[config.mk]
export PLATFORM = sky130hd
export DESIGN_NAME = tpc_top
export DESIGN_NICKNAME = d
export VERILOG_FILES = /design/src/logic/tpc_pkg.sv /design/src/logic/tpc_sync.sv /design/src/logic/tpc_channel.sv /design/src/logic/tpc_top.sv
export SDC_FILE = /design/constraint.sdc
export NUM_CORES = 1
export LEC_CHECK = 0
export BUFFER_PORTS_ARGS = -buffer_cell sky130_fd_sc_hd__buf_4
export CAP_MARGIN = 20
export CORE_UTILIZATION = 50
export DETAILED_ROUTE_END_ITERATION = 8
export PLACE_DENSITY = 0.67
export SYNTH_ARGS = -nofsm -noshare
export SYNTH_HDL_FRONTEND = slang
export SYNTH_HIERARCHICAL = 1
export SYNTH_SLANG_ARGS = --single-unit
export TNS_END_PERCENT = 20
[constraint.sdc]
create_clock -name mclk_i -period 10.1 [get_ports mclk_i]
set_input_delay 2.02 -clock mclk_i [delete_from_list [all_inputs] [get_ports mclk_i]]
set_output_delay 2.02 -clock mclk_i [all_outputs]
set_load 0.005 [all_outputs]
[src/logic/tpc_pkg.sv]
// What this block does
// - Eight channels, one pin each
// - Clock select: off, bus, fixed, external pin
// - External clock synchronised; must stay at or below quarter rate
// - Output compare works as software timer on clock
// - Pin released when edge select or clock off
// - Reset disables all timer pin functions
// - Center select drives every enabled channel pin
// - Mode select picks capture, compare or PWM
// - Capture pin is edge input, edge select polarity
// - Capture input synchronised, four-clock pulses caught
// - Compare match toggles, clears or sets pin
// - Toggle first keeps previous level until match
// - Edge PWM drives pin, low bit sets polarity
// - Edge PWM high-true: high at zero, low match
// - Edge PWM low-true: pin high on match
// - Center PWM drives all enabled pins, low bit polarity
// - Center high-true: clear up match, set down
// - Center counter counts up to modulo, down
// - Edge PWM period is modulo plus one
package tpc_pkg;
    localparam int NUM_CH = 8; // Channel count
    // Register byte offsets
    localparam logic [7:0] OFF_CTRL = 8'h00; // Clock, prescale, center
    localparam logic [7:0] OFF_COUNT = 8'h04; // Counter, write resets
    localparam logic [7:0] OFF_MOD = 8'h08; // Modulo value
    localparam logic [7:0] OFF_CH_BASE = 8'h10; // First channel control
    localparam logic [7:0] OFF_CH_END = 8'h50; // Past last channel
    localparam int CH_STRIDE_SHIFT = 3; // Eight bytes per channel
    // Control register fields
    localparam int CTRL_PS_LSB = 0; // Prescale, 3 bits
    localparam int CTRL_CLKS_LSB = 3; // Clock source, 2 bits
    localparam int CTRL_CPWM_BIT = 5; // Center-aligned select
    // Channel control fields
    localparam int CH_ELS_LSB = 2; // Edge/level select, 2 bits
    localparam int CH_MS_LSB = 4; // Mode select, 2 bits
    localparam int CH_FLAG_BIT = 7; // Event flag, write 1 clears
    // Reset values
    localparam logic [15:0] MOD_RESET = 16'h0000; // Free running
    localparam logic [15:0] VAL_RESET = 16'h0000; // Channel value
    // Clock source encodings
    localparam logic [1:0] CLKS_OFF = 2'h0; // No clock
    localparam logic [1:0] CLKS_BUS = 2'h1; // Bus rate
    localparam logic [1:0] CLKS_FIXED = 2'h2; // Crystal derived
    localparam logic [1:0] CLKS_EXT = 2'h3; // External pin
    // Timing in bus clocks
    localparam int EXT_MIN_RATIO = 4; // Ext clock at most quarter rate
    localparam int CAPT_MIN_PULSE = 4; // Reliable capture pulse
endpackage

[src/logic/tpc_sync.sv]
`timescale 1ns/1ps
// Two-stage synchroniser with edge detection on the settled copy
module tpc_sync #(
    parameter int W = 1 // Number of bits
) (
    input wire logic mclk_i, // Bus clock
    input wire logic rst_n_i, // Sync reset, active low
    input wire logic [W-1:0] async_i, // Raw pin levels
    output logic [W-1:0] level_o, // Synchronised level
    output logic [W-1:0] rise_o, // One-cycle rising pulse
    output logic [W-1:0] fall_o // One-cycle falling pulse
);
    logic [W-1:0] meta; // First stage, read only by second
    logic [W-1:0] stable; // Second stage
    logic [W-1:0] prev; // Edge-detect history
    // Three flops: two settle, one remembers
    always_ff @(posedge mclk_i) begin
        if (!rst_n_i) begin
            meta <= '0;
            stable <= '0;
            prev <= '0;
        end else begin
            meta <= async_i;
            stable <= meta;
            prev <= stable;
        end
    end
    assign level_o = stable;
    assign rise_o = stable & ~prev;
    assign fall_o = ~stable & prev;
endmodule

[src/logic/tpc_channel.sv]
`timescale 1ns/1ps
// One timer channel: capture, compare, edge and center PWM pin logic
module tpc_channel (
    input wire logic mclk_i, // Bus clock
    input wire logic rst_n_i, // Sync reset, active low
    input wire logic tick_i, // Counter advances this cycle
    input wire logic restart_i, // Counter goes to zero this tick
    input wire logic counting_up_i, // Counter direction
    input wire logic [15:0] counter_i, // Timer counter value
    input wire logic [15:0] value_i, // Channel value
    input wire logic center_aligned_select_i, // Module-wide center mode
    input wire logic clock_off_i, // Clock source is none
    input wire logic [1:0] channel_mode_select_i, // Channel mode
    input wire logic [1:0] edge_level_select_i, // Edge/level select
    input wire logic pin_level_i, // Synchronised pin level
    input wire logic pin_rise_i, // Synchronised rising edge
    input wire logic pin_fall_i, // Synchronised falling edge
    output logic channel_pin_o, // Driven pin level
    output logic channel_pin_oe_o, // Timer drives pin
    output logic channel_owns_o, // Pin taken from port logic
    output logic capture_o, // Capture strobe
    output logic event_o // Flag-setting event
);
    logic pin_q; // Output level register
    logic next_pin; // Next output level
    wire els_on = edge_level_select_i != 2'h0; // Function enabled
    wire active = els_on && !clock_off_i;
    wire cfg_ic = !center_aligned_select_i
        && channel_mode_select_i == 2'h0;
    wire cfg_oc = !center_aligned_select_i
        && channel_mode_select_i == 2'h1;
    wire cfg_epwm = !center_aligned_select_i
        && channel_mode_select_i[1];
    wire drive = active && !cfg_ic;
    wire match = tick_i && counter_i == value_i; // Compare hit
    // Edge PWM acts as the counter lands on the value, like restart
    wire [15:0] count_next = restart_i ? 16'h0000
        : 16'(counter_i + 16'h0001); // Counter after this tick
    wire pwm_hit = tick_i && count_next == value_i;
    wire els_low = edge_level_select_i[0]; // Polarity bit
    // Capture edges: 01 rising, 10 falling, 11 either
    wire cap_hit = (edge_level_select_i[0] && pin_rise_i)
        || (edge_level_select_i[1] && pin_fall_i);
    assign capture_o = active && cfg_ic && cap_hit;
    // Compare still flags with pin released: software timer
    assign event_o = cfg_ic ? capture_o : match;
    assign channel_pin_oe_o = drive;
    assign channel_owns_o = active;
    assign channel_pin_o = pin_q;
    // Output level selection
    always_comb begin
        next_pin = pin_q;
        if (!drive) begin
            // Track pin so toggle starts from the old level
            next_pin = pin_level_i;
        end else if (center_aligned_select_i) begin
            if (match) begin
                next_pin = counting_up_i ? els_low : !els_low;
            end
        end else if (cfg_epwm) begin
            if (pwm_hit) begin
                next_pin = els_low;
            end else if (restart_i) begin
                next_pin = !els_low;
            end
        end else if (cfg_oc && match) begin
            case (edge_level_select_i)
                2'h1: next_pin = !pin_q;
                2'h2: next_pin = 1'b0; // Clear on match
                default: next_pin = 1'b1; // Set on match
            endcase
        end
    end
    // Pin register
    always_ff @(posedge mclk_i) begin
        if (!rst_n_i) begin
            pin_q <= 1'b0;
        end else begin
            pin_q <= next_pin;
        end
    end
endmodule

[src/logic/tpc_top.sv]
`timescale 1ns/1ps
// Timer channel pin control with Avalon-MM register slave
module tpc_top (
    input wire logic mclk_i, // Bus clock, 100 MHz
    input wire logic rst_n_i, // Sync reset, active low
    input wire logic [7:0] address_i, // Byte address
    input wire logic read_i, // Read request
    input wire logic write_i, // Write request
    input wire logic [3:0] byteenable_i, // Byte lanes
    input wire logic [31:0] writedata_i, // Write data
    output logic [31:0] readdata_o, // Read data
    output logic waitrequest_o, // Slave not ready
    input wire logic fixed_clock_i, // Crystal-derived clock
    input wire logic external_count_clock_pin_i, // External clock
    input wire logic [7:0] channel_pin_i, // Pin levels in
    output logic [7:0] channel_pin_o, // Pin levels out
    output logic [7:0] channel_pin_oe_o, // Pin drive enables
    output logic [7:0] channel_owns_pin_o, // Pin taken from GPIO
    output logic [7:0] channel_event_flag_o, // Sticky event flags
    output logic counter_overflow_flag_o // Sticky overflow flag
);
    localparam int N = tpc_pkg::NUM_CH; // Channel count

    // Software-visible state
    logic [2:0] prescale; // Divide by 2^n
    logic [1:0] clock_source_select; // Counter clock source
    logic center_aligned_select; // All channels center PWM
    logic [15:0] modulo; // Counter modulo
    logic [15:0] timer_counter; // Running counter
    logic counting_up; // Center mode direction
    logic [6:0] prescale_count; // Prescaler divider
    logic overflow_flag; // Sticky overflow
    logic [1:0] channel_mode_select [N]; // Per-channel mode
    logic [1:0] edge_level_select [N]; // Per-channel edge/level
    logic [15:0] channel_value [N]; // Per-channel value
    logic [N-1:0] event_flag; // Per-channel sticky flag

    // Bus handshake state
    logic ack; // Second cycle of an access

    // Synchronised pins
    logic [N-1:0] pin_level; // Channel pin levels
    logic [N-1:0] pin_rise; // Channel pin rising edges
    logic [N-1:0] pin_fall; // Channel pin falling edges
    logic [1:0] clk_level; // Fixed and external levels
    logic [1:0] clk_rise; // Fixed and external rising edges

    // Per-channel results
    logic [N-1:0] capture; // Capture strobes
    logic [N-1:0] chan_event; // Flag-setting events

    // Capture pins through a bus-clock synchroniser
    tpc_sync #(.W(N)) u_pin_sync (
        .mclk_i(mclk_i),
        .rst_n_i(rst_n_i),
        .async_i(channel_pin_i),
        .level_o(pin_level),
        .rise_o(pin_rise),
        .fall_o(pin_fall)
    );

    // Clock sources synchronised the same way; only rising edges count
    tpc_sync #(.W(2)) u_clk_sync (
        .mclk_i(mclk_i),
        .rst_n_i(rst_n_i),
        .async_i({external_count_clock_pin_i, fixed_clock_i}),
        .level_o(clk_level),
        .rise_o(clk_rise),
        .fall_o()
    );

    // Source tick selection
    wire src_tick = (clock_source_select == tpc_pkg::CLKS_BUS)
        || (clock_source_select == tpc_pkg::CLKS_FIXED && clk_rise[0])
        || (clock_source_select == tpc_pkg::CLKS_EXT
            && clk_rise[1]);
    wire clock_off = clock_source_select == tpc_pkg::CLKS_OFF;
    // Prescaler tap: all low bits set means the divided edge
    wire [6:0] ps_mask = 7'(({7'h01} << prescale) - 7'h01);
    wire tick = src_tick && ((prescale_count & ps_mask) == ps_mask);

    // Counter next-value decode
    // Free-run modulo values ignore the top; center mode must avoid them
    wire at_mod = timer_counter == modulo; // Reached modulo
    wire free_wrap = modulo == 16'h0000 || modulo == 16'hFFFF;
    wire edge_wrap = free_wrap ? timer_counter == 16'hFFFF : at_mod;
    wire up_turn = counting_up && at_mod && !free_wrap; // Top turn
    wire down_turn = !counting_up && timer_counter == 16'h0001;
    wire restart = tick && (center_aligned_select ? down_turn
        : edge_wrap); // Counter becomes zero
    wire [15:0] counter_step = center_aligned_select
        ? (counting_up && !up_turn ? timer_counter + 16'h0001
            : timer_counter - 16'h0001)
        : (edge_wrap ? 16'h0000 : timer_counter + 16'h0001);

    // Bus decode
    // Offsets outside the map fall through and read as zero
    wire access = read_i || write_i; // Request present
    wire take = access && ack; // Edge where the access completes
    wire hit_ctrl = address_i == tpc_pkg::OFF_CTRL;
    wire hit_count = address_i == tpc_pkg::OFF_COUNT;
    wire hit_mod = address_i == tpc_pkg::OFF_MOD;
    wire hit_ch = address_i >= tpc_pkg::OFF_CH_BASE
        && address_i < tpc_pkg::OFF_CH_END && address_i[1:0] == 2'h0;
    wire [7:0] ch_off = address_i - tpc_pkg::OFF_CH_BASE;
    wire [2:0] ch_idx = ch_off[tpc_pkg::CH_STRIDE_SHIFT +: 3];
    wire ch_is_val = ch_off[2]; // Second word of channel pair
    wire wr = take && write_i; // Write commits
    wire wr_ctrl = wr && hit_ctrl && byteenable_i[0];
    wire wr_count = wr && hit_count && byteenable_i[1:0] != 2'h0;
    wire wr_mod = wr && hit_mod;
    wire wr_ch_ctl = wr && hit_ch && !ch_is_val && byteenable_i[0];
    wire wr_ch_val = wr && hit_ch && ch_is_val;
    wire ovf_clear = wr_ctrl && writedata_i[7]; // Write 1 clears

    // Merge a 16-bit register with enabled write lanes
    function automatic logic [15:0] lane16(input logic [15:0] old,
        input logic [31:0] wd, input logic [3:0] be);
        lane16 = old;
        if (be[0]) begin
            lane16[7:0] = wd[7:0];
        end
        if (be[1]) begin
            lane16[15:8] = wd[15:8];
        end
    endfunction

    // Read multiplexer
    logic [31:0] read_mux; // Word for current address
    always_comb begin
        read_mux = 32'h00000000;
        if (hit_ctrl) begin
            read_mux[7] = overflow_flag;
            read_mux[tpc_pkg::CTRL_CPWM_BIT] = center_aligned_select;
            read_mux[tpc_pkg::CTRL_CLKS_LSB +: 2] = clock_source_select;
            read_mux[tpc_pkg::CTRL_PS_LSB +: 3] = prescale;
        end else if (hit_count) begin
            read_mux[15:0] = timer_counter;
        end else if (hit_mod) begin
            read_mux[15:0] = modulo;
        end else if (hit_ch && ch_is_val) begin
            read_mux[15:0] = channel_value[ch_idx];
        end else if (hit_ch) begin
            read_mux[tpc_pkg::CH_FLAG_BIT] = event_flag[ch_idx];
            read_mux[tpc_pkg::CH_MS_LSB +: 2] = channel_mode_select[ch_idx];
            read_mux[tpc_pkg::CH_ELS_LSB +: 2] = edge_level_select[ch_idx];
        end
    end

    // One wait state on every access; unmapped reads give zero
    always_ff @(posedge mclk_i) begin
        if (!rst_n_i) begin
            ack <= 1'b0;
            readdata_o <= 32'h00000000;
        end else begin
            ack <= access && !ack;
            if (access && !ack) begin
                readdata_o <= read_mux;
            end
        end
    end
    assign waitrequest_o = access && !ack;

    // Module control registers; reset leaves the clock off
    always_ff @(posedge mclk_i) begin
        if (!rst_n_i) begin
            prescale <= 3'h0;
            clock_source_select <= tpc_pkg::CLKS_OFF;
            center_aligned_select <= 1'b0;
            modulo <= tpc_pkg::MOD_RESET;
        end else begin
            if (wr_ctrl) begin
                prescale <= writedata_i[tpc_pkg::CTRL_PS_LSB +: 3];
                clock_source_select <=
                    writedata_i[tpc_pkg::CTRL_CLKS_LSB +: 2];
                center_aligned_select <=
                    writedata_i[tpc_pkg::CTRL_CPWM_BIT];
            end
            if (wr_mod) begin
                modulo <= lane16(modulo, writedata_i, byteenable_i);
            end
        end
    end

    // Prescaler and counter; a count write enabling byte lane 0 or 1 resets the counter
    always_ff @(posedge mclk_i) begin
        if (!rst_n_i) begin
            prescale_count <= 7'h00;
            timer_counter <= 16'h0000;
            counting_up <= 1'b1;
        end else if (wr_count || clock_off) begin
            prescale_count <= 7'h00;
            timer_counter <= wr_count ? 16'h0000 : timer_counter;
            counting_up <= wr_count ? 1'b1 : counting_up;
        end else begin
            if (src_tick) begin
                prescale_count <= prescale_count + 7'h01;
            end
            if (tick) begin
                timer_counter <= counter_step;
                if (up_turn) begin
                    counting_up <= 1'b0;
                end else if (restart) begin
                    counting_up <= 1'b1;
                end
            end
        end
    end

    // Overflow flag: set wins over clear
    wire ovf_event = center_aligned_select ? (tick && up_turn) : restart;
    always_ff @(posedge mclk_i) begin
        if (!rst_n_i) begin
            overflow_flag <= 1'b0;
        end else if (ovf_event) begin
            overflow_flag <= 1'b1;
        end else if (ovf_clear) begin
            overflow_flag <= 1'b0;
        end
    end
    assign counter_overflow_flag_o = overflow_flag;

    // Channel registers; capture loads the counter into the value
    always_ff @(posedge mclk_i) begin
        if (!rst_n_i) begin
            for (int i = 0; i < N; i++) begin
                channel_mode_select[i] <= 2'h0;
                edge_level_select[i] <= 2'h0;
                channel_value[i] <= tpc_pkg::VAL_RESET;
                event_flag[i] <= 1'b0;
            end
        end else begin
            for (int i = 0; i < N; i++) begin
                if (wr_ch_ctl && ch_idx == 3'(i)) begin
                    channel_mode_select[i] <=
                        writedata_i[tpc_pkg::CH_MS_LSB +: 2];
                    edge_level_select[i] <=
                        writedata_i[tpc_pkg::CH_ELS_LSB +: 2];
                end
                if (capture[i]) begin
                    channel_value[i] <= timer_counter;
                end else if (wr_ch_val && ch_idx == 3'(i)) begin
                    channel_value[i] <= lane16(channel_value[i],
                        writedata_i, byteenable_i);
                end
                // Hardware event beats a same-cycle clear
                if (chan_event[i]) begin
                    event_flag[i] <= 1'b1;
                end else if (wr_ch_ctl && ch_idx == 3'(i)
                    && writedata_i[tpc_pkg::CH_FLAG_BIT]) begin
                    event_flag[i] <= 1'b0;
                end
            end
        end
    end
    assign channel_event_flag_o = event_flag;

    // One channel per pin
    for (genvar g = 0; g < N; g++) begin : g_ch
        tpc_channel u_ch (
            .mclk_i(mclk_i),
            .rst_n_i(rst_n_i),
            .tick_i(tick),
            .restart_i(restart),
            .counting_up_i(counting_up),
            .counter_i(timer_counter),
            .value_i(channel_value[g]),
            .center_aligned_select_i(center_aligned_select),
            .clock_off_i(clock_off),
            .channel_mode_select_i(channel_mode_select[g]),
            .edge_level_select_i(edge_level_select[g]),
            .pin_level_i(pin_level[g]),
            .pin_rise_i(pin_rise[g]),
            .pin_fall_i(pin_fall[g]),
            .channel_pin_o(channel_pin_o[g]),
            .channel_pin_oe_o(channel_pin_oe_o[g]),
            .channel_owns_o(channel_owns_pin_o[g]),
            .capture_o(capture[g]),
            .event_o(chan_event[g])
        );
    end
endmodule

==> summary.txt <==
STA
  – Setup TNS: 0 ps
  – Final min period: 6530 ps
  – Unrepaired setup endpoints after global routing: no
  – Final worst-path cycle share: 64.7%
  – Final setup fails: 0
  – Clock Skews: 36.1 ps
  – Hold Violations, Final: 0
  – Slew headroom: 25.4%
  – Worst-Margin Slew: 1120 ps
  – Timing-limited maximum frequency: 153 MHz
  – Final Max Tran Viols: 0

GRT
  – GR Layer Usage met3: 6.79%
  – Met2 usage: 52.8%
  – Met1 usage: 47.1%
  – GRT overflow: 0
  – Initial antenna violation count: 1
  – Most Crowded Layer GR: met2
  – Largest net degree at the start of global routing: 132
  – Total track usage: 34.8%
  – First-pass GRT wire length: 124000 um
  – Number of global-route vias before repair: 19.8k

Cells and area
  – Fin area: 0.0245 mm2
  – Share of layout cells above drive strength 1: 17.7%
  – Final net count: 2505
  – Area grow syn2layout: 7.31%

Job
  – Maxcap violations: 0

Placement
  – Placed Area: 0.0234 mm2
  – Number of I/O port buffers: 89
  – Post-DP HPWL: 56900 um
  – Gpl congestion: 0.970

Power
  – Comb power frac: 10.4%
  – Pint: 1.99 mW
  – Switching pwr: 731 uW
  – Sw Ratio: 26.9%
  – Static leakage: 8.74 nW
  – Power per standard cell area: 111 mW/mm2
  – VDD IR max: 0.124 mV
  – Clock share of power: 43.4%
  – Sequential Power Share: 46.3%

Floorplanning
  – Core area: 0.0446 mm2
  – Initial cell density of the core: 51.2%
  – Die Y: 216 um
  – Std cell rows: 77
  – DIE AREA: 0.0465 mm2
  – Die X: 216 um
  – Ports: 124

Setup path
  – Maximum fanout along the worst path: 131
  – Crit path launch type: flip-flop
  – Critical Path RT: 10610 ps
  – Crit path DAT: 7040 ps
  – Critical path class: flip-flop to flip-flop
  – Worst setup EP type: flip-flop

CTS
  – H-tree levels: 1
  – Post_cts resized: 0
  – TritonCTS clock tree: yes
  – Post-CTS Setup Inserts: 0
  – Hold buffers post-CTS: 0
  – Total CTS buffers: 31
  – CTS root buffer: clkbuf_16
  – Clock Sinks: 270
  – Clock Path Buffers: 3
  – Clk slew on worst S/H paths: 60 ps
  – Insertion delay to the later sink of the worst-skew pair: 620 ps

Synth
  – Mapped Cells: 2446
  – Syn avg cell area: 9.34 um2
  – Mapped cell area: 0.0228 mm2
  – Warnings from Yosys: 6

Routing
  – WL/cell: 27.3 um
  – Initial DRC Count: 3212
  – Remaining DRCs: 0
  – DR vias: 21.3k
  – Via density: 6.99
  – First-pass DRT Iterations: 6
  – DRT Wirelength: 83300 um
  – Final ANT Viol Nets: 0

Outcome
  – Status: completed

Min path
  – Hold/Removal Path Class: flip-flop to flip-flop
[sequential cells by signal, indices dropped and copies added, names as in the netlist]
| name | flops |
|---|---|
| ack | 1 |
| center_aligned_select | 1 |
| channel_event_flag_o | 8 |
| channel_mode_select | 16 |
| channel_value | 128 |
| clock_source_select | 2 |
| counter_overflow_flag_o | 1 |
| counting_up | 1 |
| edge_level_select | 16 |
| g_ch.u_ch/channel_pin_o | 8 |
| modulo | 16 |
| prescale | 3 |
| prescale_count | 7 |
| readdata_o | 16 |
| timer_counter | 16 |
| u_clk_sync/level_o | 2 |
| u_clk_sync/meta | 2 |
| u_clk_sync/prev | 2 |
| u_pin_sync/level_o | 8 |
| u_pin_sync/meta | 8 |
| u_pin_sync/prev | 8 |
[power groups by stage]
stage / Clock, mW / Sequential (mW) / Combinational [mW]
finish: 1.18 / 1.26 / 0.282
global route: 1.22 / 1.26 / 0.295
CTS: 1.18 / 1.25 / 0.273
detailed placement: 0 / 1.28 / 0.271
global placement: 0 / 1.28 / 0.266
floorplan: 0 / 1.25 / 0.186
[cells in the final DEF, fill, tap and decap left out, types with 18 or more instances in the layout]
cell type,count
nand3b_1,24
xor2_1,102
o221ai_1,21
clkbuf_16,35
buf_4,127
xnor2_1,145
mux2i_1,52
and3_1,23
nor2_1,172
nor2b_1,49
or3_1,21
o22ai_1,28
inv_1,60
o21ai_0,96
nand2b_1,31
and2_1,29
o211ai_1,35
nand4_2,24
nor4_1,34
mux4_2,45
nor3_1,48
a211oi_1,24
nand2_1,175
a22o_1,96
mux2_2,18
nand3_1,100
or4_1,49
nand4_1,62
a21oi_1,59
dfxtp_1,94
edfxtp_1,160
[final timing paths]
check                                                    from                                       to  slack, ps  cells past startpoint
worst max-delay path            timer_counter[9]$_SDFFE_PN0P_  g_ch[7].u_ch/channel_pin_o$_SDFFE_PN0P_       3570                     18
worst min-delay path            u_pin_sync/meta[6]$_SDFF_PN0_         u_pin_sync/level_o[6]$_SDFF_PN0_        430                      1
worst max register to register  timer_counter[9]$_SDFFE_PN0P_  g_ch[7].u_ch/channel_pin_o$_SDFFE_PN0P_       3570                     18
worst min register to register  u_pin_sync/meta[6]$_SDFF_PN0_         u_pin_sync/level_o[6]$_SDFF_PN0_        430                      1
[metrics by stage]
step / total power [mW] / std cells / hold slack, ps / utilization, % / worst slack (ps)
after floorplan: 1.44 / 2461 / 406 / - / 2970
after global placement: 1.54 / 2988 / 414 / 52.5 / 3990
after detailed placement: 1.55 / 2990 / 422 / 52.5 / 3860
after CTS: 2.71 / 3048 / 435 / 54.9 / 3850
after global routing: 2.77 / 3050 / 445 / 54.9 / 3230
final: 2.72 / 3054 / 434 / 54.9 / 3570
[worst max-delay path, stage by stage (launching register included)]
cell,delay [ps]
dfxtp_2,410
buf_4,520
xor2_1,140
nor4_1,320
nand4_1,620
mux2_2,560
nor2_1,140
a31oi_1,80
nor3_2,200
buf_12,440
inv_1,460
a211oi_1,330
o32a_1,190
nand4_1,100
or4_1,590
nor4_4,570
mux2i_1,270
o311ai_1,120
a41o_1,270
[area by class of cell]
class / instances / area, um2
well taps: 592 / 741
repair buffers: 131 / 988
fillers: 3936 / 20100
multi-input cells: 1937 / 14400
inverters: 62 / 233
clock buffers: 46 / 968
diodes: 4 / 10.0
flip-flops and latches: 270 / 7030
clock inverters: 12 / 100
[routing by layer]
layer | vias up | part of all wire, %
met4 | 2 | 5.7
li1 | 9227 | -
met2 | 1443 | 43
met5 | - | 0.013
met3 | 283 | 12
met1 | 10400 | 38
Note: power is estimated with default switching activity, not from simulation.
